===== src/design/eee_port_pkg.sv =====
`default_nettype none
package eee_port_pkg;
    localparam logic [7:0] CTRL_ADDR = 8'h6E;
    localparam logic [7:0] OFFSET_ADDR = 8'h6F;
    localparam logic [7:0] DATA_ADDR = 8'hA0;
    localparam logic [2:0] TABLE_EEE = 3'h1;
    localparam int TABLE_MSB = 7;
    localparam int TABLE_LSB = 5;
    localparam int PORT_MSB = 3;
    localparam logic [3:0] PORT_FIRST = 4'h3;
    localparam logic [3:0] PORT_LAST = 4'h4;
    localparam int NUM_PORTS = 2;
    localparam logic [7:0] ABILITY_HI = 8'h28;
    localparam logic [7:0] ABILITY_LO = 8'h29;
    localparam logic [7:0] WAKE_ERR_HI = 8'h2A;
    localparam logic [7:0] WAKE_ERR_LO = 8'h2B;
    localparam int PARTNER_MSB = 14;
    localparam int PARTNER_LSB = 9;
    localparam int LOCAL_TX_BIT = 1;
    localparam logic LOCAL_TX_RESET = 1'b1;
    localparam logic [15:0] WAKE_ERR_RESET = 16'h0000;
    localparam logic [15:0] WAKE_ERR_MAX = 16'hFFFF;
    localparam real WAKE_THRESH_NS = 20500.0;
    localparam real CLK_PERIOD_NS = 20.0;
    localparam int WAKE_THRESH_CYCLES = int'(WAKE_THRESH_NS / CLK_PERIOD_NS);

    typedef struct packed {
        logic wr;
        logic rd;
        logic [7:0] addr;
        logic [7:0] wdata;
    } host_req_t;

    typedef struct packed {
        logic [5:0] partner;
        logic lpi;
    } port_phy_t;
endpackage : eee_port_pkg
`default_nettype wire


===== src/design/eee_port_status_regs.sv =====
// Operation
// Control bits 7:5 equal to 001 route indirect access to EEE space
// Control bits 3:0 pick the port; only ports 3 and 4 respond
// Offset byte selects which register byte appears at data window 0xA0
// Ability register high byte at offset 0x28, low byte at 0x29
// Wake error counter high byte at 0x2A, low byte at 0x2B
// Bits 14:9 are read-only link partner EEE flags, reset zero
// Bit 1 is writable local 100BASE-TX advertisement, reset one
// Counter adds one per wake from LPI longer than threshold
// Wake threshold defaults to 20.5 us
// Counter resets to zero and clears when read
// Counter saturates; reserved ability bits read zero, ignore writes
`timescale 1ns/1ns
`default_nettype none
module eee_port_status_regs #(
    parameter int WAKE_THRESH = eee_port_pkg::WAKE_THRESH_CYCLES
) (
    input wire logic ref_clk_in,
    input wire logic nrst_in,
    input wire eee_port_pkg::host_req_t req_in,
    input wire eee_port_pkg::port_phy_t [1:0] phy_in,
    output logic [7:0] rdata_out,
    output logic rvalid_out,
    output logic [1:0] local_tx_adv_out
);
    import eee_port_pkg::*;

    // Wake timer cannot measure a threshold below one cycle
    if (WAKE_THRESH < 1)
    begin : g_bad_thresh
        $error("wake threshold must be at least one cycle");
    end

    logic [7:0] ctrl;
    logic [7:0] offset;
    logic [5:0] partner [NUM_PORTS];
    logic [1:0] local_tx;
    logic [15:0] wake_cnt [NUM_PORTS];
    logic [1:0] clear_req;

    function automatic logic [15:0] ability_word(input logic [5:0] p, input logic l);
        logic [15:0] w;
        w = '0;
        w[PARTNER_MSB:PARTNER_LSB] = p;
        w[LOCAL_TX_BIT] = l;
        return w;
    endfunction : ability_word

    wire table_eee = (ctrl[TABLE_MSB:TABLE_LSB] == TABLE_EEE);
    wire [3:0] port_sel = ctrl[PORT_MSB:0];
    wire port_ok = (port_sel >= PORT_FIRST) && (port_sel <= PORT_LAST);
    // Port 3 maps to slot 0, port 4 to slot 1
    wire idx = (port_sel == PORT_LAST);
    wire window_hit = table_eee && port_ok;
    wire data_rd = req_in.rd && (req_in.addr == DATA_ADDR);
    wire data_wr = req_in.wr && (req_in.addr == DATA_ADDR);
    wire [15:0] ability = ability_word(partner[idx], local_tx[idx]);
    wire [15:0] wake_sel = wake_cnt[idx];
    logic [7:0] window_byte;

    always_comb
    begin
        window_byte = 8'h00;
        if (window_hit)
        begin
            unique case (offset)
                ABILITY_HI: window_byte = ability[15:8];
                ABILITY_LO: window_byte = ability[7:0];
                WAKE_ERR_HI: window_byte = wake_sel[15:8];
                WAKE_ERR_LO: window_byte = wake_sel[7:0];
                default: window_byte = 8'h00;
            endcase
        end
    end

    wire [7:0] next_rdata = (req_in.addr == CTRL_ADDR) ? ctrl :
        (req_in.addr == OFFSET_ADDR) ? offset : (req_in.addr == DATA_ADDR) ? window_byte : 8'h00;
    // Clear after low byte read so a high-then-low read sees one value
    wire wake_read = data_rd && window_hit && (offset == WAKE_ERR_LO);
    assign clear_req = {wake_read && idx, wake_read && !idx};

    always_ff @(posedge ref_clk_in)
    begin
        if (!nrst_in)
        begin
            ctrl <= 8'h00;
            offset <= 8'h00;
            local_tx <= {2{LOCAL_TX_RESET}};
            rdata_out <= 8'h00;
            rvalid_out <= 1'b0;
            local_tx_adv_out <= {2{LOCAL_TX_RESET}};
        end
        else
        begin
            if (req_in.wr && req_in.addr == CTRL_ADDR)
                ctrl <= req_in.wdata;
            if (req_in.wr && req_in.addr == OFFSET_ADDR)
                offset <= req_in.wdata;
            if (data_wr && window_hit && offset == ABILITY_LO)
                local_tx[idx] <= req_in.wdata[LOCAL_TX_BIT];
            rdata_out <= req_in.rd ? next_rdata : rdata_out;
            rvalid_out <= req_in.rd;
            local_tx_adv_out <= local_tx;
        end
    end

    genvar g;
    generate
        // One flop on partner flags so a host read sees a settled value
        for (g = 0; g < NUM_PORTS; g++)
        begin : g_port
            always_ff @(posedge ref_clk_in)
            begin
                if (!nrst_in)
                    partner[g] <= '0;
                else
                    partner[g] <= phy_in[g].partner;
            end

            eee_wake_monitor #(
                .THRESH_CYCLES(WAKE_THRESH)
            ) u_wake (
                .ref_clk_in(ref_clk_in),
                .nrst_in(nrst_in),
                .lpi_in(phy_in[g].lpi),
                .clear_in(clear_req[g]),
                .count_out(wake_cnt[g])
            );
        end
    endgenerate
endmodule : eee_port_status_regs
`default_nettype wire


===== src/design/eee_wake_monitor.sv =====
`timescale 1ns/1ns
`default_nettype none
module eee_wake_monitor #(
    parameter int THRESH_CYCLES = eee_port_pkg::WAKE_THRESH_CYCLES
) (
    input wire logic ref_clk_in,
    input wire logic nrst_in,
    input wire logic lpi_in,
    input wire logic clear_in,
    output logic [15:0] count_out
);
    import eee_port_pkg::*;
    localparam int CW = $clog2(THRESH_CYCLES + 2);

    if (THRESH_CYCLES < 1)
    begin : g_bad_thresh
        $error("threshold must be at least one cycle");
    end

    logic lpi_d;
    logic waking;
    logic [CW-1:0] wake_len;
    logic over_thresh;
    logic flagged;
    wire leave_lpi = lpi_d && !lpi_in;
    wire too_long = waking && over_thresh && !flagged;
    wire saturated = (count_out == WAKE_ERR_MAX);

    // Wake counted from LPI exit until threshold or LPI re-entry; a long wake flags once
    assign over_thresh = (wake_len >= CW'(THRESH_CYCLES));

    always_ff @(posedge ref_clk_in)
    begin
        if (!nrst_in)
        begin
            lpi_d <= 1'b0;
            waking <= 1'b0;
            wake_len <= '0;
            flagged <= 1'b0;
            count_out <= WAKE_ERR_RESET;
        end
        else
        begin
            lpi_d <= lpi_in;
            if (leave_lpi)
                waking <= 1'b1;
            else if (over_thresh || lpi_in)
                waking <= 1'b0;
            wake_len <= leave_lpi ? CW'(1) : (waking && !over_thresh ? wake_len + CW'(1) : wake_len);
            flagged <= leave_lpi ? 1'b0 : (flagged | too_long);
            // Increment beats the read clear so no event is lost
            if (too_long)
                count_out <= saturated ? count_out : count_out + 16'h0001;
            else if (clear_in)
                count_out <= WAKE_ERR_RESET;
        end
    end
endmodule : eee_wake_monitor
`default_nettype wire


===== config.mk =====
export PLATFORM = sky130hd
export DESIGN_NAME = eee_port_status_regs
export DESIGN_NICKNAME = d
export VERILOG_FILES = /design/src/design/eee_port_pkg.sv /design/src/design/eee_port_status_regs.sv /design/src/design/eee_wake_monitor.sv
export SDC_FILE = /design/constraint.sdc
export NUM_CORES = 1
export LEC_CHECK = 0
export ABC_CLOCK_PERIOD_IN_PS = 2400
export BUFFER_PORTS_ARGS = -buffer_cell sky130_fd_sc_hd__buf_2
export CAP_MARGIN = 20
export CORE_MARGIN = 3
export CORE_UTILIZATION = 29
export DETAILED_ROUTE_END_ITERATION = 16
export GPL_ROUTABILITY_DRIVEN = 0
export PLACE_DENSITY_LB_ADDON = 0.1
export SLEW_MARGIN = 30
export SYNTH_ARGS = -nofsm -noshare
export SYNTH_HDL_FRONTEND = slang
export SYNTH_SLANG_ARGS = --single-unit
export TNS_END_PERCENT = 50

===== constraint.sdc =====
create_clock -name ref_clk_in -period 2.4 [get_ports ref_clk_in]
set_clock_uncertainty 0.1 [all_clocks]
set_input_delay 0.24 -clock ref_clk_in [delete_from_list [all_inputs] [get_ports ref_clk_in]]
set_output_delay 0.24 -clock ref_clk_in [all_outputs]
set_load 0.005 [all_outputs]

**Word-level counts from Yosys, hierarchy flattened**

Memory sizes are Yosys's and may differ from the RTL's.
Index checks and enable logic that the tools add are counted.

- Register bits: 89
- Latch bits: 0
- Memory bits (writable): 12
- Memory bits (read-only): 0
- Logic and storage cells: 120
- Memories kept: 1

- Add/sub/neg operators: 4
- $mul: 0
- Div/mod/pow operators: 0
- Order comparisons: 7
- Equality and inequality tests: 13
- Shift-type cells: 0
- Muxes and demuxes: 31
- Bitwise logic cells: 6
- Reduce and logical (&&, ||, !) cells: 40

Memory list:

| memory | words | bits a word | read ports | clocked after memory_dff | write ports | RTL line | text |
|---|---|---|---|---|---|---|---|
| partner | 2 | 6 | 1 | 0 | 2 | eee_port_status_regs.sv:36 | `logic [5:0] partner [NUM_PORTS];` |

Operators by type and width:

| operator | count |
|---|---|
| two-way mux 16 bit | 9 |
| adder 16 x 1 -> 16 bit (second input constant) | 2 |
| equality test 16 bit (second input constant) | 2 |
| equality test 8 x 6 -> 1 bit (second input constant) | 4 |
| two-way mux 8 bit | 4 |
| one-hot mux 8 bit (4 select lines) | 1 |
| adder 11 x 1 -> 11 bit (second input constant) | 2 |
| greater-or-equal comparator 11 bit (second input constant) | 2 |
| logical AND 1 bit | 21 |
| equality test 8 x 7 -> 1 bit (second input constant) | 2 |
| two-way mux 1 bit | 13 |
| two-way mux 6 bit | 2 |
| nonzero test 2 bit | 6 |
| equality test 8 bit (second input constant) | 1 |
| logical NOT 1 bit | 7 |
| equality test 4 x 3 -> 1 bit (second input constant) | 1 |
| greater-or-equal comparator 4 x 2 -> 1 bit (second input constant) | 1 |
| <= comparator 4 x 3 -> 1 bit (second input constant) | 1 |
| != test 2 bit (second input constant) | 2 |
| bitwise OR 1 bit | 4 |
| AND reduction 2 bit | 2 |
| OR reduction 2 bit | 2 |
| equality test 3 x 1 -> 1 bit (second input constant) | 1 |
| bitwise mux 2 bit | 1 |
| 7 further kinds | 8 |

**Longest topological paths before layout**

Gate-level depths: netlist of the first run.

- Depth in word-level cells: 10
- Depth in mapped cells: 10
- Gate-level depth less buffers: 8

**Cells and area by module**

Synthesis of the first run repeated with hierarchy kept, for this count alone.

- Cell total of the unflattened synthesis: 546
- Area, all modules: 5079.9 µm²

Modules (own cells, without submodules):

| module | times used | cells an instance | area each (µm²) |
|---|---|---|---|
| eee_wake_monitor | 2 | 171 | 1498.9 |
| eee_port_status_regs | 1 | 204 | 2082.0 |

**Least setup slack after synthesis of the first run**

OpenSTA, ideal clock, no wires.

- Path type: register to register
- From: register g_port[0].u_wake.wake_len[1]
- To: register g_port[0].u_wake.count_out[13]
- Arrival: 1.997 ns
- Required time: 2.228 ns
- Slack: 0.232 ns
- Cell stages (with the launch flop): 11
- Path buffers: 2
- Clock period less this slack: 2.168 ns
- Cells stage by stage: dfxtp_1 inv_1 ha_1 nor4_1 nand3_1 and4b_1 clkbuf_1 mux2i_1 buf_2 or3_1 a21oi_1

- Longest elaborated chain between the ends: 5

RTL lines:

| item | RTL line | text |
|---|---|---|
| from (decl) | eee_wake_monitor.sv:22 | `logic [CW-1:0] wake_len;` |
| from (signal assigned) | eee_wake_monitor.sv:49 | `wake_len <= leave_lpi ? CW'(1) : (waking && !over_thresh ? wake_len + CW'(1) : wake_len);` |
| greater-or-equal comparator 11 bit * | eee_wake_monitor.sv:30 | `assign over_thresh = (wake_len >= CW'(THRESH_CYCLES));` |
| logical AND 1 bit * (2 in a row) | eee_wake_monitor.sv:26 | `wire too_long = waking && over_thresh && !flagged;` |
| != test 2 bit (no line) or nonzero test 2 bit (tied branches) | - |  |
| AND reduction 2 bit (no line) | - |  |
| to (signal assigned) | eee_wake_monitor.sv:53 | `count_out <= saturated ? count_out : count_out + 16'h0001;` |
| to (decl) | eee_wake_monitor.sv:10 | `output logic [15:0] count_out` |

Every way passes the cells marked *; elsewhere a longest branch is shown, timed or not.
A chain may end at the register's enable or synchronous reset.

**Worst setup path after layout of the first run**

- From: register g_port[1].u_wake.wake_len[1]
- To: register g_port[1].u_wake.count_out[6]

- Longest elaborated chain between the ends: 5

RTL lines:

| item | RTL line |
|---|---|
| from (decl) | eee_wake_monitor.sv:22 |
| from (signal assigned) | eee_wake_monitor.sv:49 |
| greater-or-equal comparator 11 bit * | eee_wake_monitor.sv:30 |
| logical AND 1 bit * (2 in a row) | eee_wake_monitor.sv:26 |
| != test 2 bit (no line) or nonzero test 2 bit (tied branches) | - |
| AND reduction 2 bit (no line) | - |
| to (signal assigned) | eee_wake_monitor.sv:53 |
| to (decl) | eee_wake_monitor.sv:10 |

Marks and branches as above.

==> qor.yml, run 1 <==
run_status:
  status: "complete, no violations"
synth:
  ys_warn_count: 0
  synthMuxAreaShare_pct: 7.97
  synth-simple-area-share_pct: 30.2
  synth_fa_ha_area_share_pct: 1.53
  synth_xor_area_share_pct: 4.83
  synth-compound-area-share_pct: 11.7
  synth_cell_types: 58
  ys.flop_type: "dfxtp_1"
  yosysSeqAreaShare_pct: 41.3
  syn_area_um2: 4900
  yosys.area.top_type: "dfxtp_1"
  avgSynthCellArea_um2: 8.99
  synth_top_family_by_area: "simple AND/OR/NAND/NOR gates"
  syn_nets: 585
  yosys-top-cells-area: "dfxtp_1 (41%), mux2i_1 (4.3%), xor2_1 (4.1%)"
  synth_edf_count: 0
  synth_top_area_share_pct: 41.3
  async_flop_share_pct: 0
  ys_seq_elements: 101
  syn_inst: 545
finish:
  area_delta_synth_final_pct: 21.6
  stdcell_count: 841
  diodes: 0
  fillers: 1705
  fin_nets: 660
  utilization_pct: 36.7
  drive_gt1_share_pct: 19.7
timing:
  worst_pin_slew_ns: 0.628
  drv_slew: 0
  post-route-period-util_pct: 94.1
  whs_ns: 0.0112
  fin_setup_tns_ns: 0
  maxSlewHeadroom_pct: 57.9
  hold_viol: 0
  rsz0062_at_grt: "no"
  setup_viol: 0
  fmax_mhz: 443
  min_period_ns: 2.26
critical_path:
  crit_arrival_ns: 2.39
  required_ns: 2.53
  startpoint_type: "flop"
  critPathKind: "reg2reg"
  worst-path-max-fanout: 13
  worstSetupEndpointType: "flop"
die:
  io_pins: 45
  start_util_pct: 30.2
  die_w_um: 136
  die_h_um: 136
  dieArea_um2: 18500
  coreArea_um2: 16200
  num_rows: 46
place:
  numPortBuffers: 44
  dp_hpwl_um: 9820
  placed_cells: 812
clock_network:
  numCtsBuffers: 9
  clock_path_buffers: 2
  root_buffer: "clkbuf_16"
  clk_pin_slew_worst_paths_ns: 0.06
  clock_sink_count: 101
  cts_setup_buffers: 0
  h-tree-depth: 3
  clk_latency_ns: 0.35
  cts_tree: "done"
drt:
  routed_wl_um: 13300
  wl_per_cell_um: 15.8
  vias_per_cell: 4.96
  dr_total_vias: 4174
  drtAntennaViolNets: 0
  dr.pass1.iters: 4
  drt_iter0_markers: 242
  drc: 0
global_route:
  antenna_found_initial: 0
  grt_first_pass_wirelength_um: 21600
  grt_pass1_vias: 4094
  grt_start_max_net_pins: 25
  gr-total-overflow: 0
  grt_usage_pct: 14.9
power:
  p_leak_nw: 2.20
  finalPower_mw: 3.25
  irDropWorstVdd_v: 0.000362
  power_density_nw_per_um2: 545
flow_run:
  cap_violations: 0
hold_path:
  hp-class: "in2reg"
==> report_power, final <==
group          leakage, nW  switching [mW]  total, mW  internal, mW
clock network        0.125           0.641       1.38         0.736
registers            0.820          0.0125       1.71          1.69
logic                 1.25          0.0876      0.167        0.0789
total                 2.20           0.741       3.25          2.51
==> synthesized netlist by cell type (all sizes together), types with 10 or more instances <==
cell and number:
dfxtp 101, a21oi 27, and3 17, xor2 23
mux2i 21, nor2 44, clkbuf 17, nand4 19
nand2 55, or3 10, nand3 26, and2 19
nor2b 17, a21boi 13, o21ai 18, a31oi 16
nor3 10
==> registers in the layout, indices dropped and copies added (netlist names) <==
register,count
ctrl,8
g_port.u_wake.count_out,32
g_port.u_wake.flagged,2
g_port.u_wake.lpi_d,2
g_port.u_wake.wake_len,22
g_port.u_wake.waking,2
local_tx,2
local_tx_adv_out,2
offset,8
partner,12
rdata_out,8
rvalid_out,1
==> through the flow <==
stage	cell area (µm²)	setup WS (ns)
detailed placement	5510	0.0211
CTS	5920	0.00139
global placement	5510	0.0782
global route	5960	0.00922
floorplan	4900	0.232
finish	5960	0.141
==> logic make-up after synthesis <==
group,after synthesis
compound gates,93
xor+xnor,27
fa+ha+maj,6
buf+inv,27
flops,101
mux,32
simple gates,259
==> layout by cell type (no fill, tap or decap), types with 5 or more instances in the layout <==
cell           count
a21boi_0          10
a21oi_1           27
a31oi_1           16
and2_1            18
and3_1            17
and4b_1            6
buf_2             44
buf_4             28
clkbuf_16          9
dfxtp_1           98
dlygate4sd3_1     13
ha_1               6
inv_1              5
mux2_2             7
mux2i_1           21
nand2_1           53
nand2b_1           9
nand3_1           25
nand4_1           19
nor2_1            35
nor2_2             9
nor2b_1           17
nor3_1            10
o21ai_0           18
o22ai_1            5
o31ai_1            5
or3_1             10
xor2_1            23
==> per-layer routing <==
layer	global-route usage, %	part of all wire, %	wire length [µm]
met1	19.4	47	6290
met2	24.6	47	6230
met3	3.96	4.2	563
met4	3.75	1.3	168
met5	0	0	0
==> worst max-delay path, stage by stage (launching register included) <==
cell and delay, ns:
dfxtp_1 0.42, inv_1 0.07, ha_1 0.19, nor4_2 0.23, a311oi_2 0.22, or4b_4 0.65
nand2_8 0.17, o31ai_1 0.10
==> final timing paths <==
kind / cells after the start / slack [ns] / startpoint / endpoint
worst min-delay path: 2 / 0.01 / phy_in[5] / partner[0][4]$_SDFF_PN0_
worst min register to register: 1 / 0.37 / local_tx[1]$_SDFFE_PN1P_ / local_tx_adv_out[1]$_SDFF_PN1_
worst max-delay path: 7 / 0.14 / g_port[1].u_wake.wake_len[1]$_SDFFE_PP0P_ / g_port[1].u_wake.count_out[6]$_SDFFE_PN0P_
worst max register to register: 7 / 0.14 / g_port[1].u_wake.wake_len[1]$_SDFFE_PP0P_ / g_port[1].u_wake.count_out[6]$_SDFFE_PN0P_
==> final cells by class <==
cell class	count	area, µm²	share of cell area, %
sequential	101	2030	34.0
tap	216	270	4.53
clock buffer	12	246	4.13
inverter	6	22.5	0.378
timing repair buffer	85	561	9.40
multi-input combinational	417	2810	47.1
clock inverter	4	31.3	0.525
==> what timing repair did <==
item | in CTS | in global routing
endpoints found under the setup margin | 0 | 19
hold buffers | 13 | 0
gates resized for setup | 0 | 9
endpoints found under the hold margin | 13 | 0
Power figures use the tool's default switching activity.
==> run 2, diff against run 1 <==
--- a/config.mk
+++ b/config.mk
@@ -5,11 +5,13 @@
 export SDC_FILE = /design/constraint.sdc
 export NUM_CORES = 1
 export LEC_CHECK = 0
+export ABC_AREA = 1
 export ABC_CLOCK_PERIOD_IN_PS = 2400
 export BUFFER_PORTS_ARGS = -buffer_cell sky130_fd_sc_hd__buf_2
 export CAP_MARGIN = 20
 export CORE_MARGIN = 3
 export CORE_UTILIZATION = 29
+export CTS_BUF_LIST = sky130_fd_sc_hd__clkbuf_8
 export DETAILED_ROUTE_END_ITERATION = 16
 export GPL_ROUTABILITY_DRIVEN = 0
 export PLACE_DENSITY_LB_ADDON = 0.1
==> run 2 against run 1 <==
Effect of this change: clock-buffer cell count down 3; total power down 4.7%; flip-flop and latch count unchanged; register-to-register slack better by 0.21 ns; worst setup slack better by 0.21 ns; fmax up 10%; via count up 32%; sequential share of layout area down 2.7 points; non-clock buffer count down 7; global-route usage up 0.74 points; synthesized area up 14%; critical path type unchanged; largest cell class unchanged.
==> qor.yml, run 2 <==
power:
  finalPower_mw: 3.10  # -4.7%
  clkPwrFrac_pct: 39.0  # -3.4 points
  p_sw_share_pct: 24.2  # +1.4 points
  p_leak_nw: 2.61  # +19%
  seq_power_share_pct: 55.0  # +2.5 points
  irDropWorstVdd_v: 0.000203  # -44%
  switching_power_uw: 750  # +1.3%
  power_density_nw_per_um2: 479  # -12%
  internal-power_mw: 2.35  # -6.4%
  power_frac_comb_pct: 6.0  # +0.9 points
synth:
  yosysSeqAreaShare_pct: 36.3  # -5.0 points
  yosysMostFrequentCell: "nand2_1"
  synth_top_area_share_pct: 36.3  # -5.0 points
  syn_inst: 859  # +58%
  avgSynthCellArea_um2: 6.49  # -28%
  ys_seq_elements: 101  # unchanged
  syn_nets: 899  # +54%
  synthMuxAreaShare_pct: 0  # -8.0 points
  syn_area_um2: 5570  # +14%
  async_flop_share_pct: 0  # unchanged
  yosys.area.top_type: "dfxtp_1"
  ys_warn_count: 0  # unchanged
  synth_edf_count: 0  # unchanged
  synth_cell_types: 36  # -38%
  yosys-top-cells-area: "dfxtp_1 (36%), nand2_1 (16%), nand3_1 (8.6%)"
  synth_fa_ha_area_share_pct: 1.35  # -0.18 points
  synth_common_cells: "nand2_1 (234), inv_1 (113), dfxtp_1 (101), nand3_1 (96), a21oi_1 (74)"
  synth-simple-area-share_pct: 38.5  # +8.2 points
  ys.flop_type: "dfxtp_1"
  synth-compound-area-share_pct: 12.2  # +0.57 points
  synth_xor_area_share_pct: 1.41  # -3.4 points
  synth_top_family_by_area: "simple AND/OR/NAND/NOR gates"
timing:
  whs_ns: 0.0344  # +0.0233 ns
  drv_slew: 0  # unchanged
  min_period_ns: 2.05  # -0.205 ns
  worst_pin_slew_ns: 0.640  # +0.0126 ns
  post-route-period-util_pct: 85.6  # -8.5 points
  fin_setup_tns_ns: 0  # unchanged
  rsz0062_at_grt: "no"
  fmax_mhz: 487  # +10%
  hold_viol: 0  # unchanged
  setup_viol: 0  # unchanged
  maxSlewHeadroom_pct: 57.2  # -0.74 points
  fin_ws_ns: 0.346  # +0.205 ns
finish:
  drive_gt1_share_pct: 12.2  # -7.4 points
  stdcell_count: 1165  # +39%
  utilization_pct: 34.5  # -2.3 points
  largest_register_ffs: 32  # unchanged
  fillers: 2087  # +22%
  diodes: 0  # unchanged
  area_delta_synth_final_pct: 16.0
  final_common_cell: "nand2_1"
  stdcell_area_um2: 6470  # +8.5%
  fin_nets: 967  # +47%
  top_regs: "g_port.u_wake.count_out (32), g_port.u_wake.wake_len (22), partner (12)"
  regMostFlops: "g_port.u_wake.count_out"
  final_cell_mix: "nand2_1 (234), inv_1 (113), dfxtp_1 (101), nand3_1 (96), a21oi_1 (74)"
place:
  post-place-ws_ns: 0.316  # +0.295 ns
  placed_cells: 1133  # +40%
  numPortBuffers: 44  # unchanged
  dp_hpwl_um: 12000  # +22%
  place_area_um2: 6080  # +10%
die:
  io_pins: 45  # unchanged
  die_h_um: 145  # +6.4%
  dieArea_um2: 20900  # +13%
  die_w_um: 145  # +6.4%
  num_rows: 50  # +8.7%
  start_util_pct: 29.7  # -0.50 points
  coreArea_um2: 18800  # +16%
critical_path:
  endpoint: "g_port[0].u_wake.wake_len[7]$_SDFFE_PP0P_"
  worstSetupEndpointType: "flop"
  startpoint_type: "flop"
  required_ns: 2.59  # +0.06 ns
  r2r_slack_ns: 0.35  # +0.21 ns
  r2r_start: "g_port[0].u_wake.wake_len[1]$_SDFFE_PP0P_"
  crit_arrival_ns: 2.25  # -0.14 ns
  critPathKind: "reg2reg"
  worst-path-max-fanout: 11  # -2
  critPathLaunch: "g_port[0].u_wake.wake_len[1]$_SDFFE_PP0P_"
  reg2reg_to: "g_port[0].u_wake.wake_len[7]$_SDFFE_PP0P_"
  r2r_cells: 12  # +5
drt:
  drtAntennaViolNets: 0  # unchanged
  dr_total_vias: 5529  # +32%
  drc: 0  # unchanged
  vias_per_cell: 4.75  # -4.4%
  dr.pass1.iters: 5  # +1
  wl_per_cell_um: 13.8  # -13%
  drt_iter0_markers: 320  # +32%
  routed_wl_um: 16000  # +21%
clock_network:
  cts.hold.buffers_added: 17  # +4
  clk_latency_ns: 0.38  # +0.03 ns
  cts_setup_buffers: 0  # unchanged
  root_buffer: "clkbuf_8"
  numCtsBuffers: 9  # unchanged
  clk_pin_slew_worst_paths_ns: 0.10  # +0.04 ns
  clock_path_buffers: 2  # unchanged
  post_cts_resized: 0  # unchanged
  clock_sink_count: 101  # unchanged
  h-tree-depth: 3  # unchanged
  cts_tree: "done"
hold_path:
  min_from: "req_in[1]"
  hp-class: "in2reg"
run_status:
  status: "complete, no violations"
global_route:
  gr-total-overflow: 0  # unchanged
  antenna_found_initial: 0  # unchanged
  grt_start_max_net_pins: 37  # +48%
  grt_first_pass_wirelength_um: 25900  # +20%
  grt_usage_pct: 15.6  # +0.74 points
  grt_pass1_vias: 5115  # +25%
flow_run:
  cap_violations: 0  # unchanged
[run 2: cell types whose count changed after synthesis, moves of 18 or more]
| cell | previous run | this run |
|---|---|---|
| nand2_1 | 53 | 234 |
| inv_1 | 5 | 113 |
| nand3_1 | 25 | 96 |
| a21oi_1 | 27 | 74 |
| nor2_1 | 35 | 61 |
| o21ai_0 | 18 | 42 |
| mux2i_1 | 21 | 0 |
| and2_1 | 18 | 0 |
[run 2: critical path: stages, from the launching register on]
cell,delay [ns]
dfxtp_1,0.39
inv_1,0.08
ha_1,0.18
nor3_1,0.13
nand2_1,0.14
nand2_1,0.12
nand2_2,0.11
inv_1,0.28
nand3_1,0.18
nor2_1,0.12
nand2_1,0.05
nand2_1,0.05
nor2_1,0.04
[run 2: cell families after synthesis]
| family | after synthesis |
|---|---|
| and+or+nand+nor | 472 |
| buffers and inverters | 139 |
| AOI/OAI and AO/OA | 132 |
| DFF | 101 |
| xor gates and xnor gates | 9 |
| adders and majority gates | 6 |
[run 2: final cells by class]
class	count	area [µm²]	area share, %
Multi-Input combinational cell	619	2980	46.1
Sequential cell	101	2020	31.3
Timing Repair Buffer	78	518	8.01
Inverter	118	443	6.85
Tap cell	234	293	4.53
Clock buffer	9	124	1.92
Clock inverter	6	88.8	1.37
[run 2: power by group through the flow]
stage	Combinational, mW	Sequential, mW	Clock (mW)
final	0.186	1.70	1.21
after detailed placement	0.166	1.74	0
after global placement	0.167	1.74	0
after CTS	0.188	1.71	1.26
after global routing	0.211	1.71	1.32
after floorplan	0.0905	1.74	0
[run 2: how the worst min path moves through the flow]
stage                                            to  slack [ns]  depth (start not counted)
4_1_cts                        ctrl[1]$_SDFFE_PN0P_        0.01                          3
3_5_place_dp               partner[0][3]$_SDFF_PN0_        0.33                          3
2_1_floorplan  g_port[0].u_wake.waking$_SDFFE_PN0P_        0.22                          1
6_report                       ctrl[1]$_SDFFE_PN0P_        0.03                          3
3_3_place_gp               partner[0][3]$_SDFF_PN0_        0.32                          3
5_1_grt                        ctrl[1]$_SDFFE_PN0P_        0.02                          3
[run 2: layer usage]
layer | vias to the layer above | wire length, µm | track usage (%)
li1 | 2919 | - | -
met3 | 17 | 449 | 2.51
met4 | 0 | 241 | 5.06
met1 | 2521 | 7870 | 20.9
met2 | 72 | 7460 | 25.8
met5 | - | 0 | 0
